===== config.mk =====
export PLATFORM = sky130hd
export DESIGN_NAME = rofs_top
export DESIGN_NICKNAME = d
export VERILOG_FILES = /design/src/design/rofs_pkg.sv /design/src/design/rofs_top.sv
export SDC_FILE = /design/constraint.sdc
export NUM_CORES = 2
export LEC_CHECK = 0
export ABC_AREA = 0
export BUFFER_PORTS_ARGS = -buffer_cell sky130_fd_sc_hd__buf_2
export CORE_ASPECT_RATIO = 1.75
export CORE_MARGIN = 2
export CORE_UTILIZATION = 57
export CTS_CLUSTER_SIZE = 25
export DETAILED_ROUTE_END_ITERATION = 7
export GPL_TIMING_DRIVEN = 0
export PLACE_DENSITY = 0.78
export REMOVE_ABC_BUFFERS = 1
export SLEW_MARGIN = 25
export SYNTH_ARGS = -nofsm -noshare
export SYNTH_HDL_FRONTEND = slang
export SYNTH_SLANG_ARGS = --single-unit

===== constraint.sdc =====
create_clock -name aclk -period 4.5 [get_ports aclk]
set_input_delay 0.45 -clock aclk [delete_from_list [all_inputs] [get_ports aclk]]
set_output_delay 0.45 -clock aclk [all_outputs]
set_load 0.02 [all_outputs]

===== src/design/rofs_pkg.sv =====
package rofs_pkg;
  // clock and time base
  localparam int unsigned CLK_HZ = 20000000;
  localparam int unsigned TICK_MS = 1; // prescaler step, in ms
  localparam int unsigned CYC_PER_MS = CLK_HZ / 1000 * TICK_MS;
  localparam int unsigned MS_PER_S = 1000;
  localparam int unsigned NCH = 8;
  // duration limit in seconds, above it a parameter error shows
  localparam logic [15:0] DUR_MAX_S = 16'h1c20;
  // register byte offsets
  localparam logic [7:0] A_SUBST_SEL = 8'h00;
  localparam logic [7:0] A_USER_VAL = 8'h04;
  localparam logic [7:0] A_FINAL_VAL = 8'h08;
  localparam logic [7:0] A_WDOG_MS = 8'h0c;
  localparam logic [7:0] A_UPD_MS = 8'h10;
  localparam logic [7:0] A_STATUS = 8'h14;
  localparam logic [7:0] A_PARAM_ERR = 8'h18;
  localparam logic [7:0] A_IRQ_STAT = 8'h1c;
  localparam logic [7:0] A_IRQ_CLR = 8'h20;
  localparam logic [7:0] A_IRQ_EN = 8'h24;
  localparam logic [7:0] A_DUR0 = 8'h40; // eight words, one per channel
  // reset values
  localparam logic [7:0] SUBST_SEL_RST = 8'h00; // 0 = user value
  localparam logic [7:0] USER_VAL_RST = 8'h00;
  localparam logic [7:0] FINAL_VAL_RST = 8'h00; // off
  localparam logic [15:0] DUR_RST = 16'h0000;
  localparam logic [15:0] WDOG_MS_RST = 16'h0064;
  localparam logic [15:0] UPD_MS_RST = 16'h000a;
  // status byte codes
  localparam logic [7:0] STAT_GOOD = 8'h80;
  localparam logic [7:0] STAT_BAD = 8'h00;
  // bus answers
  localparam logic [1:0] RESP_OKAY = 2'b00;
  localparam logic [1:0] RESP_SLVERR = 2'b10;
  // channel states
  typedef enum logic [2:0] {
    ST_RUN = 3'b001,
    ST_SUBST = 3'b010,
    ST_FINAL = 3'b100
  } rofs_st_e;
  // one cyclic input byte per channel
  typedef struct packed {
    logic [5:0] rsvd;
    logic fault;
    logic value;
  } rofs_in_byte_s;
  // one cyclic output byte per channel
  typedef struct packed {
    logic [6:0] rsvd;
    logic value;
  } rofs_out_byte_s;
endpackage : rofs_pkg


===== src/design/rofs_top.sv =====
// Implementation choices: the placing of the registers and the AXI4-Lite interface to the registers.
`timescale 1ns/100ps
module rofs_top #(
  parameter int unsigned CYC_PER_MS = rofs_pkg::CYC_PER_MS,
  parameter int unsigned MS_PER_S = rofs_pkg::MS_PER_S
) (
  // clock and reset
  input wire logic aclk,
  input wire logic aresetn,
  // axi4-lite slave
  input wire logic [7:0] s_awaddr,
  input wire logic s_awvalid,
  output logic s_awready,
  input wire logic [31:0] s_wdata,
  input wire logic [3:0] s_wstrb,
  input wire logic s_wvalid,
  output logic s_wready,
  output logic [1:0] s_bresp,
  output logic s_bvalid,
  input wire logic s_bready,
  input wire logic [7:0] s_araddr,
  input wire logic s_arvalid,
  output logic s_arready,
  output logic [31:0] s_rdata,
  output logic [1:0] s_rresp,
  output logic s_rvalid,
  input wire logic s_rready,
  // cyclic output image from the gateway
  input wire logic cyc_out_valid,
  input wire logic cyc_out_good,
  input wire rofs_pkg::rofs_out_byte_s [7:0] cyc_out_data,
  // cyclic input image and status bytes to the gateway
  output rofs_pkg::rofs_in_byte_s [7:0] cyc_in_q,
  output logic cyc_in_valid_q,
  output logic [7:0][7:0] iops_q,
  output logic [7:0][7:0] iocs_q,
  // field side pins
  input wire logic [7:0] line_fault_pin,
  input wire logic module_fail_pin,
  input wire logic module_absent_pin,
  output logic [7:0] relay_q,
  // interrupt
  output logic irq_q
);
  // byte-lane merge for partial writes
  function automatic logic [31:0] merge(input logic [31:0] old, input logic [31:0] nw,
                                        input logic [3:0] strb);
    logic [31:0] r;
    r = old;
    for (int b = 0; b < 4; b++) begin
      if (strb[b]) begin
        r[8*b +: 8] = nw[8*b +: 8];
      end
    end
    return r;
  endfunction : merge

  // duration word index, or 8 when the address is not a duration word
  function automatic logic [3:0] dur_idx(input logic [7:0] a);
    if (a[7:5] == rofs_pkg::A_DUR0[7:5] && a[1:0] == 2'b00) begin
      return {1'b0, a[4:2]};
    end
    return 4'h8;
  endfunction : dur_idx

  // software registers
  logic [7:0] subst_sel_q; // 1 = hold last value
  logic [7:0] user_val_q;
  logic [7:0] final_val_q;
  logic [15:0] wdog_ms_q;
  logic [15:0] upd_ms_q;
  logic [7:0][15:0] dur_q;
  logic [15:0] irq_en_q;
  logic [15:0] irq_stat_q;
  logic [7:0] perr_q;
  // bus handshake state
  logic aw_have_q, w_have_q;
  logic [7:0] awaddr_q;
  logic [31:0] wdata_q;
  logic [3:0] wstrb_q;
  logic aw_hs, w_hs, ar_hs, do_wr;
  logic [31:0] rd_d;
  logic rd_err;
  // link and time base
  logic link_fault_q, lf_set, enter;
  logic [7:0] cmd_q;
  logic [15:0] ms_cnt_q, wd_cnt_q, upd_cnt_q;
  logic [15:0] s_cnt_q;
  logic ms_tick, sec_tick;
  // synchronised pins
  logic [9:0] pin_m_q, pin_s_q;
  logic [7:0] lf_s;
  // per-channel results
  logic [7:0] relay_d, in_fault, ev_final;
  logic [7:0] relay_fin_q; // final state seen last cycle, for the edge detect

  assign aw_hs = s_awvalid & s_awready;
  assign w_hs = s_wvalid & s_wready;
  assign ar_hs = s_arvalid & s_arready;
  assign do_wr = aw_have_q & w_have_q & ~s_bvalid;
  assign lf_s = pin_s_q[7:0];

  // two-flop synchroniser for the field pins
  always_ff @(posedge aclk) begin
    if (!aresetn) begin
      pin_m_q <= 10'h000;
      pin_s_q <= 10'h000;
    end else begin
      pin_m_q <= {module_absent_pin, module_fail_pin, line_fault_pin};
      pin_s_q <= pin_m_q;
    end
  end

  // write address and data channels, taken in either order
  always_ff @(posedge aclk) begin
    if (!aresetn) begin
      s_awready <= 1'b0;
      s_wready <= 1'b0;
      aw_have_q <= 1'b0;
      w_have_q <= 1'b0;
      awaddr_q <= 8'h00;
      wdata_q <= 32'h00000000;
      wstrb_q <= 4'h0;
      s_bvalid <= 1'b0;
      s_bresp <= rofs_pkg::RESP_OKAY;
    end else begin
      s_awready <= ~aw_hs & ~aw_have_q & ~s_bvalid & ~do_wr;
      s_wready <= ~w_hs & ~w_have_q & ~s_bvalid & ~do_wr;
      if (aw_hs) begin
        aw_have_q <= 1'b1;
        awaddr_q <= s_awaddr;
      end
      if (w_hs) begin
        w_have_q <= 1'b1;
        wdata_q <= s_wdata;
        wstrb_q <= s_wstrb;
      end
      if (do_wr) begin
        aw_have_q <= 1'b0;
        w_have_q <= 1'b0;
        s_bvalid <= 1'b1;
        s_bresp <= rofs_pkg::RESP_OKAY;
        if (awaddr_q > rofs_pkg::A_IRQ_EN && dur_idx(awaddr_q) == 4'h8) begin
          s_bresp <= rofs_pkg::RESP_SLVERR; // unmapped
        end
      end else if (s_bvalid && s_bready) begin
        s_bvalid <= 1'b0;
      end
    end
  end

  // configuration registers; read-only words ignore writes
  always_ff @(posedge aclk) begin
    if (!aresetn) begin
      subst_sel_q <= rofs_pkg::SUBST_SEL_RST;
      user_val_q <= rofs_pkg::USER_VAL_RST;
      final_val_q <= rofs_pkg::FINAL_VAL_RST;
      wdog_ms_q <= rofs_pkg::WDOG_MS_RST;
      upd_ms_q <= rofs_pkg::UPD_MS_RST;
      irq_en_q <= 16'h0000;
      for (int c = 0; c < rofs_pkg::NCH; c++) begin
        dur_q[c] <= rofs_pkg::DUR_RST;
      end
    end else if (do_wr) begin
      unique case (awaddr_q)
        rofs_pkg::A_SUBST_SEL: subst_sel_q <= 8'(merge({24'h0, subst_sel_q}, wdata_q, wstrb_q));
        rofs_pkg::A_USER_VAL: user_val_q <= 8'(merge({24'h0, user_val_q}, wdata_q, wstrb_q));
        rofs_pkg::A_FINAL_VAL: final_val_q <= 8'(merge({24'h0, final_val_q}, wdata_q, wstrb_q));
        rofs_pkg::A_WDOG_MS: wdog_ms_q <= 16'(merge({16'h0, wdog_ms_q}, wdata_q, wstrb_q));
        rofs_pkg::A_UPD_MS: upd_ms_q <= 16'(merge({16'h0, upd_ms_q}, wdata_q, wstrb_q));
        rofs_pkg::A_IRQ_EN: irq_en_q <= 16'(merge({16'h0, irq_en_q}, wdata_q, wstrb_q));
        default: begin
          if (dur_idx(awaddr_q) != 4'h8) begin
            dur_q[3'(dur_idx(awaddr_q))] <=
              16'(merge({16'h0, dur_q[3'(dur_idx(awaddr_q))]}, wdata_q, wstrb_q));
          end
        end
      endcase
    end
  end

  // read mux
  always_comb begin
    rd_d = 32'h00000000;
    rd_err = 1'b0;
    unique case (s_araddr)
      rofs_pkg::A_SUBST_SEL: rd_d = {24'h0, subst_sel_q};
      rofs_pkg::A_USER_VAL: rd_d = {24'h0, user_val_q};
      rofs_pkg::A_FINAL_VAL: rd_d = {24'h0, final_val_q};
      rofs_pkg::A_WDOG_MS: rd_d = {16'h0, wdog_ms_q};
      rofs_pkg::A_UPD_MS: rd_d = {16'h0, upd_ms_q};
      rofs_pkg::A_STATUS: rd_d = {7'h0, link_fault_q, ev_final, in_fault, relay_q};
      rofs_pkg::A_PARAM_ERR: rd_d = {24'h0, perr_q};
      rofs_pkg::A_IRQ_STAT: rd_d = {16'h0, irq_stat_q};
      rofs_pkg::A_IRQ_CLR: rd_d = 32'h00000000; // write-only
      rofs_pkg::A_IRQ_EN: rd_d = {16'h0, irq_en_q};
      default: begin
        if (dur_idx(s_araddr) != 4'h8) begin
          rd_d = {16'h0, dur_q[3'(dur_idx(s_araddr))]};
        end else begin
          rd_err = 1'b1;
        end
      end
    endcase
  end

  // read channel, one read outstanding
  always_ff @(posedge aclk) begin
    if (!aresetn) begin
      s_arready <= 1'b0;
      s_rvalid <= 1'b0;
      s_rdata <= 32'h00000000;
      s_rresp <= rofs_pkg::RESP_OKAY;
    end else begin
      s_arready <= ~ar_hs & ~s_rvalid;
      if (ar_hs) begin
        s_rvalid <= 1'b1;
        s_rdata <= rd_d;
        s_rresp <= rd_err ? rofs_pkg::RESP_SLVERR : rofs_pkg::RESP_OKAY;
      end else if (s_rvalid && s_rready) begin
        s_rvalid <= 1'b0;
      end
    end
  end

  // millisecond prescaler, free running
  assign ms_tick = (ms_cnt_q == 16'(CYC_PER_MS - 1));
  always_ff @(posedge aclk) begin
    if (!aresetn) begin
      ms_cnt_q <= 16'h0000;
    end else begin
      ms_cnt_q <= ms_tick ? 16'h0000 : ms_cnt_q + 16'h0001;
    end
  end

  // seconds prescaler restarts at fault entry; the ms prescaler runs on, so the first second can fall short by under one ms
  assign sec_tick = ms_tick & (s_cnt_q == 16'(MS_PER_S - 1));
  always_ff @(posedge aclk) begin
    if (!aresetn || enter) begin
      s_cnt_q <= 16'h0000;
    end else if (ms_tick) begin
      s_cnt_q <= sec_tick ? 16'h0000 : s_cnt_q + 16'h0001;
    end
  end

  // link supervision: bad data or silence past the watchdog enters fault
  assign lf_set = (cyc_out_valid & ~cyc_out_good) |
                  (wdog_ms_q != 16'h0000 && wd_cnt_q >= wdog_ms_q);
  assign enter = lf_set & ~link_fault_q;
  always_ff @(posedge aclk) begin
    if (!aresetn) begin
      link_fault_q <= 1'b0;
      wd_cnt_q <= 16'h0000;
      cmd_q <= 8'h00;
    end else if (cyc_out_valid && cyc_out_good) begin
      link_fault_q <= 1'b0;
      wd_cnt_q <= 16'h0000;
      for (int c = 0; c < rofs_pkg::NCH; c++) begin
        cmd_q[c] <= cyc_out_data[c].value;
      end
    end else begin
      link_fault_q <= link_fault_q | lf_set;
      if (ms_tick && wd_cnt_q != 16'hffff) begin
        wd_cnt_q <= wd_cnt_q + 16'h0001;
      end
    end
  end

  // per-channel fault state machines
  genvar i;
  generate
    for (i = 0; i < rofs_pkg::NCH; i++) begin : g_ch
      rofs_pkg::rofs_st_e st_q;
      logic [15:0] sec_q;
      logic sub_q;
      always_ff @(posedge aclk) begin
        if (!aresetn) begin
          st_q <= rofs_pkg::ST_RUN;
          sec_q <= 16'h0000;
          sub_q <= 1'b0;
        end else begin
          unique case (st_q)
            rofs_pkg::ST_RUN: begin
              if (enter) begin
                st_q <= rofs_pkg::ST_SUBST;
                sec_q <= 16'h0000;
                sub_q <= subst_sel_q[i] ? cmd_q[i] : user_val_q[i];
              end
            end
            rofs_pkg::ST_SUBST: begin
              if (!link_fault_q) begin
                st_q <= rofs_pkg::ST_RUN;
              end else if (sec_tick) begin
                if (sec_q != 16'hffff) begin
                  sec_q <= sec_q + 16'h0001;
                end
                // zero duration never expires
                if (dur_q[i] != 16'h0000 && sec_q + 16'h0001 >= dur_q[i]) begin
                  st_q <= rofs_pkg::ST_FINAL;
                end
              end
            end
            rofs_pkg::ST_FINAL: begin
              if (!link_fault_q) begin
                st_q <= rofs_pkg::ST_RUN;
              end
            end
            default: st_q <= rofs_pkg::ST_RUN;
          endcase
        end
      end
      // contact drive per state
      assign relay_d[i] = (st_q == rofs_pkg::ST_RUN) ? cmd_q[i] :
                          (st_q == rofs_pkg::ST_SUBST) ? sub_q : final_val_q[i];
      assign in_fault[i] = (st_q != rofs_pkg::ST_RUN);
      assign ev_final[i] = (st_q == rofs_pkg::ST_FINAL);
    end
  endgenerate

  // relay outputs and parameter check
  always_ff @(posedge aclk) begin
    if (!aresetn) begin
      relay_q <= 8'h00;
      perr_q <= 8'h00;
    end else begin
      relay_q <= relay_d;
      for (int c = 0; c < rofs_pkg::NCH; c++) begin
        perr_q[c] <= (dur_q[c] > rofs_pkg::DUR_MAX_S);
      end
    end
  end

  // status bytes; line faults only spoil the consumer status
  always_ff @(posedge aclk) begin
    if (!aresetn) begin
      iops_q <= '0;
      iocs_q <= '0;
    end else begin
      for (int c = 0; c < rofs_pkg::NCH; c++) begin
        iops_q[c] <= (pin_s_q[8] | pin_s_q[9]) ? rofs_pkg::STAT_BAD
                                               : rofs_pkg::STAT_GOOD;
        iocs_q[c] <= (pin_s_q[8] | pin_s_q[9] | lf_s[c]) ? rofs_pkg::STAT_BAD
                                                         : rofs_pkg::STAT_GOOD;
      end
    end
  end

  // input image published every upd_ms milliseconds
  always_ff @(posedge aclk) begin
    if (!aresetn) begin
      upd_cnt_q <= 16'h0000;
      cyc_in_valid_q <= 1'b0;
      cyc_in_q <= '0;
    end else begin
      cyc_in_valid_q <= 1'b0;
      if (ms_tick) begin
        upd_cnt_q <= upd_cnt_q + 16'h0001;
        if (upd_cnt_q + 16'h0001 >= upd_ms_q) begin
          upd_cnt_q <= 16'h0000;
          cyc_in_valid_q <= 1'b1;
          for (int c = 0; c < rofs_pkg::NCH; c++) begin
            cyc_in_q[c] <= '{rsvd: 6'h00, fault: in_fault[c] | lf_s[c],
                             value: relay_q[c]};
          end
        end
      end
    end
  end

  // local interrupt only; nothing is raised as a bus alarm
  always_ff @(posedge aclk) begin
    if (!aresetn) begin
      irq_stat_q <= 16'h0000;
      irq_q <= 1'b0;
    end else begin
      // set wins over a clear in the same cycle
      irq_stat_q <= (irq_stat_q & ~((do_wr && awaddr_q == rofs_pkg::A_IRQ_CLR) ?
                    wdata_q[15:0] : 16'h0000)) | {ev_final & ~relay_fin_q, {8{enter}}};
      irq_q <= |(irq_stat_q & irq_en_q);
    end
  end

  // final-state edge detect for the interrupt
  always_ff @(posedge aclk) begin
    if (!aresetn) begin
      relay_fin_q <= 8'h00;
    end else begin
      relay_fin_q <= ev_final;
    end
  end
endmodule : rofs_top


==> impl_metrics.toml <==
[status]
run_status = "finished, final reports clean"

[global_route]
grt.overflow.total = 0
grt_max_degree = 129
first_global_vias = 28600
antenna_found_initial = 13
gr-usage-all-layers = 0.392
first_pass_grt_wire_length_mm = 174

[timing]
finalSetupViolations = 0
min_period_ns = 4.20
timing.final.hold_violations = 0
timing.max_slew.rel_slack = 0.178
report.final.slew_viol_count = 0
rsz0062_at_grt = "false"
layout_worst_path_cycle_share = 0.934
max_clock_freq_ghz = 0.238
final.setup.worst_slack_ns = 0.296
timing.setup.tns_ns = 0
clock_skew_ns = 0.0310
tightest_slew_ns = 1.23

[power_and_ir_drop]
power_switching_share = 0.264
power.clock.fraction = 0.432
net-switching-power_mw = 2.85
power_mw = 10.8
power.sequential.fraction = 0.493
ir_worst_vdd_v = 0.000304
int_pwr_mw = 7.93
combinationalPowerShare = 0.075
power.density_nw_per_um2 = 305
p_leak_nw = 13.6

[cts]
numClockSinks = 580
cts-root-to-sink-buffers = 3
worstSkewPairLatency_ns = 0.63
cts_tree = "built"
tritoncts.num_buffers = 53
cts_hold_repair.buffers = 0
ctsResizeCount = 0
root_buffer = "sky130_fd_sc_hd__clkbuf_16"
htree_levels = 2
postCtsSetupRepairBufs = 0
clk_transition_reported_paths_ns = 0.07

[cells_and_area]
layoutNonFillerInstCount = 4894
fraction_of_layout_cells_with_a_size_suffix_above_1 = 0.0981
syn_to_final_growth_pct = 7.73
nNetsFinal = 4386
fillerInstances = 5048
final_core_utilization = 0.619

[placement]
dpl.hpwl_mm = 85.7
setup_slack_placement_ns = 0.421
gpl.final_weighted_congestion = 1.02
dpl.cell_count = 4791
io_buffers = 134

[worst_hold_path]
hold_path_depth = 2
min_path_type = "input port to flip-flop"
holdPathEnd = "pin_m_q[1]"
hp-start = "line_fault_pin[1]"

[die]
starting_density_of_the_core = 0.575
core_region_area_um2 = 57000
floorplan.io_pins = 378
die_height_um = 321
design.die.area_um2 = 59500
rows = 116
fp.dieW_um = 185

[detailed_routing]
drcViolationCount = 0
wirelength_mm = 118
dr.pass1.iters = 6
via_per_inst = 6.28
dr_total_vias = 30700
initialDrtViolationCount = 3197
route.antenna.remaining_nets = 0
wire_per_inst_um = 24.1

[worst_setup_path]
cp_data_required_time_ns = 5.04
worstSetupStartpoint = "upd_cnt_q[0]"
rrSetupSlack_ns = 0.30
timing.critical_path.from_type = "flip-flop"
reg2reg_to = "cyc_in_q[1]"
worst-endpoint-arrival_ns = 4.74
crit-reg2reg-launch = "upd_cnt_q[0]"
path_max_fanout = 11
worst_r2r_path_depth = 13
worstSetupPathType = "flip-flop to flip-flop"
crit_path_end_kind = "flip-flop"

[synth]
yosys_register_bits = 580
yosys_warnings = 0
synth_async_sr_flop_share = 0
synth_edf_count = 0
syn_area_per_cell_um2 = 8.03
yosysSeqAreaShare = 0.354
post_synth_inst_count = 4081
dominantRegCellSynth = "sky130_fd_sc_hd__dfxtp_1"
yosys.cell_types.count = 89
summed_instance_area_of_the_synthesized_netlist_um2 = 32800

[run]
cap_violations = 0
[cell usage after synthesis, drive strengths merged, types with 13 or more instances]
master     n  area, um2
a211oi    82        616
a21o      21        158
a21oi    362       1810
a221o     13        130
a221oi    16        140
a22o      16        140
a22oi     32        240
a2bb2oi   13        114
a31oi     35        219
a32oi     13        114
and2      42        263
and3      42        263
buf      197       1430
clkbuf   196        737
dfxtp    580      11600
ha       172       2150
inv      176        661
mux2      19        214
mux2i     92        933
mux4      32        721
nand2    536       2010
nand2b    34        213
nand3    227       1140
nand4     58        363
nor2     372       1400
nor2b     25        156
nor3      70        355
nor4      47        324
o211ai    13       97.6
o21a      15        113
o21ai    179        903
or3       30        188
or4       19        150
xnor2     96        841
xor2      67        587
[worst max-delay path, stage by stage, from the launching register on]
cell	delay (ns)
sky130_fd_sc_hd__dfxtp_1	0.42
sky130_fd_sc_hd__ha_1	0.26
sky130_fd_sc_hd__nand3_1	0.14
sky130_fd_sc_hd__or2_2	0.35
sky130_fd_sc_hd__nor2b_1	0.22
sky130_fd_sc_hd__nand2_1	0.10
sky130_fd_sc_hd__xnor2_1	0.23
sky130_fd_sc_hd__ha_1	0.29
sky130_fd_sc_hd__nand2_1	0.06
sky130_fd_sc_hd__o211ai_1	0.10
sky130_fd_sc_hd__a311oi_1	0.56
sky130_fd_sc_hd__o21a_1	0.70
sky130_fd_sc_hd__nor2_1	0.35
sky130_fd_sc_hd__a211oi_1	0.32
[layout make-up]
class | instances | area (um2) | share of cell area
timing repair buffer | 168 | 1120 | 0.0316
sequential | 580 | 11600 | 0.329
inverter | 176 | 668 | 0.0189
tap | 767 | 960 | 0.0272
antenna | 7 | 17.5 | 0.000496
clock buffer | 74 | 1560 | 0.0441
clock inverter | 22 | 204 | 0.00578
multi-input combinational | 3100 | 19200 | 0.543
[sequential cells by signal, summed over array words and instances (netlist names), 16 cells and up]
register and cells:
dur_q 128, g_ch.sec_q 128, s_rdata 25, g_ch.st_q 24, cyc_in_q 16, irq_en_q 16
irq_stat_q 16, ms_cnt_q 16, s_cnt_q 16, upd_cnt_q 16, upd_ms_q 16, wd_cnt_q 16
wdata_q 16, wdog_ms_q 16
[cells by family (layout without fill, tap and decap cells)]
logic type | Yosys count | in the layout | synth area share
AND/OR/NAND/NOR | 1557 | 1557 | 0.222
AO/OA/AOI/OAI | 896 | 896 | 0.171
flip-flops | 580 | 580 | 0.354
buffers and inverters | 569 | 440 | 0.0863
adder cells (fa/ha/maj) | 172 | 172 | 0.0657
XOR/XNOR | 163 | 163 | 0.0436
multiplexers | 143 | 143 | 0.0570
other | 1 | 176 | 0.000114
[power by group through the flow]
stage / logic [mW] / clock network (mW) / registers (mW)
after global placement: 0.722 / 0 / 5.43
after CTS: 0.771 / 4.66 / 5.31
after global routing: 0.848 / 4.84 / 5.32
after detailed placement: 0.769 / 0 / 5.42
final: 0.803 / 4.65 / 5.32
after floorplan: 0.414 / 0 / 5.41
[layer usage]
layer | global-route usage | part of all wire
met1 | 0.409 | 0.34
met3 | 0.107 | 0.090
met5 | 0 | 0.00038
met4 | 0.366 | 0.11
met2 | 0.631 | 0.46
[cell usage in the layout (no fill, tap or decap), types with 34 or more instances in the layout]
cell type / count
sky130_fd_sc_hd__inv_1: 175
sky130_fd_sc_hd__mux2i_1: 91
sky130_fd_sc_hd__nor4_1: 43
sky130_fd_sc_hd__conb_1: 169
sky130_fd_sc_hd__nor3_1: 60
sky130_fd_sc_hd__and2_1: 41
sky130_fd_sc_hd__xnor2_1: 96
sky130_fd_sc_hd__clkbuf_16: 54
sky130_fd_sc_hd__nand3_1: 225
sky130_fd_sc_hd__nor2_1: 364
sky130_fd_sc_hd__a21oi_1: 355
sky130_fd_sc_hd__nand4_1: 58
sky130_fd_sc_hd__a211oi_1: 82
sky130_fd_sc_hd__nand2b_1: 34
sky130_fd_sc_hd__xor2_1: 67
sky130_fd_sc_hd__o21ai_0: 167
sky130_fd_sc_hd__buf_2: 134
sky130_fd_sc_hd__and3_1: 42
sky130_fd_sc_hd__nand2_1: 535
sky130_fd_sc_hd__ha_1: 172
sky130_fd_sc_hd__dfxtp_1: 576
sky130_fd_sc_hd__a31oi_1: 35
[per-stage QoR]
step / instance area [um2] / hold slack (ns)
finish: 35300 / 0.0258
CTS: 35300 / 0.00857
floorplan: 31200 / 0.393
global route: 35300 / 0.0319
detailed placement: 33500 / 0.405
global placement: 32900 / 0.401
[how the worst max path moves through the flow]
stage | end | depth (start not counted)
2_1_floorplan | upd_cnt_q[5] | 3
6_report | cyc_in_q[1] | 13
5_1_grt | cyc_in_q[9] | 14
4_1_cts | cyc_in_q[1] | 14
3_3_place_gp | upd_cnt_q[5] | 4
3_5_place_dp | cyc_in_q[9] | 14
(Power assumes the default switching activity.)
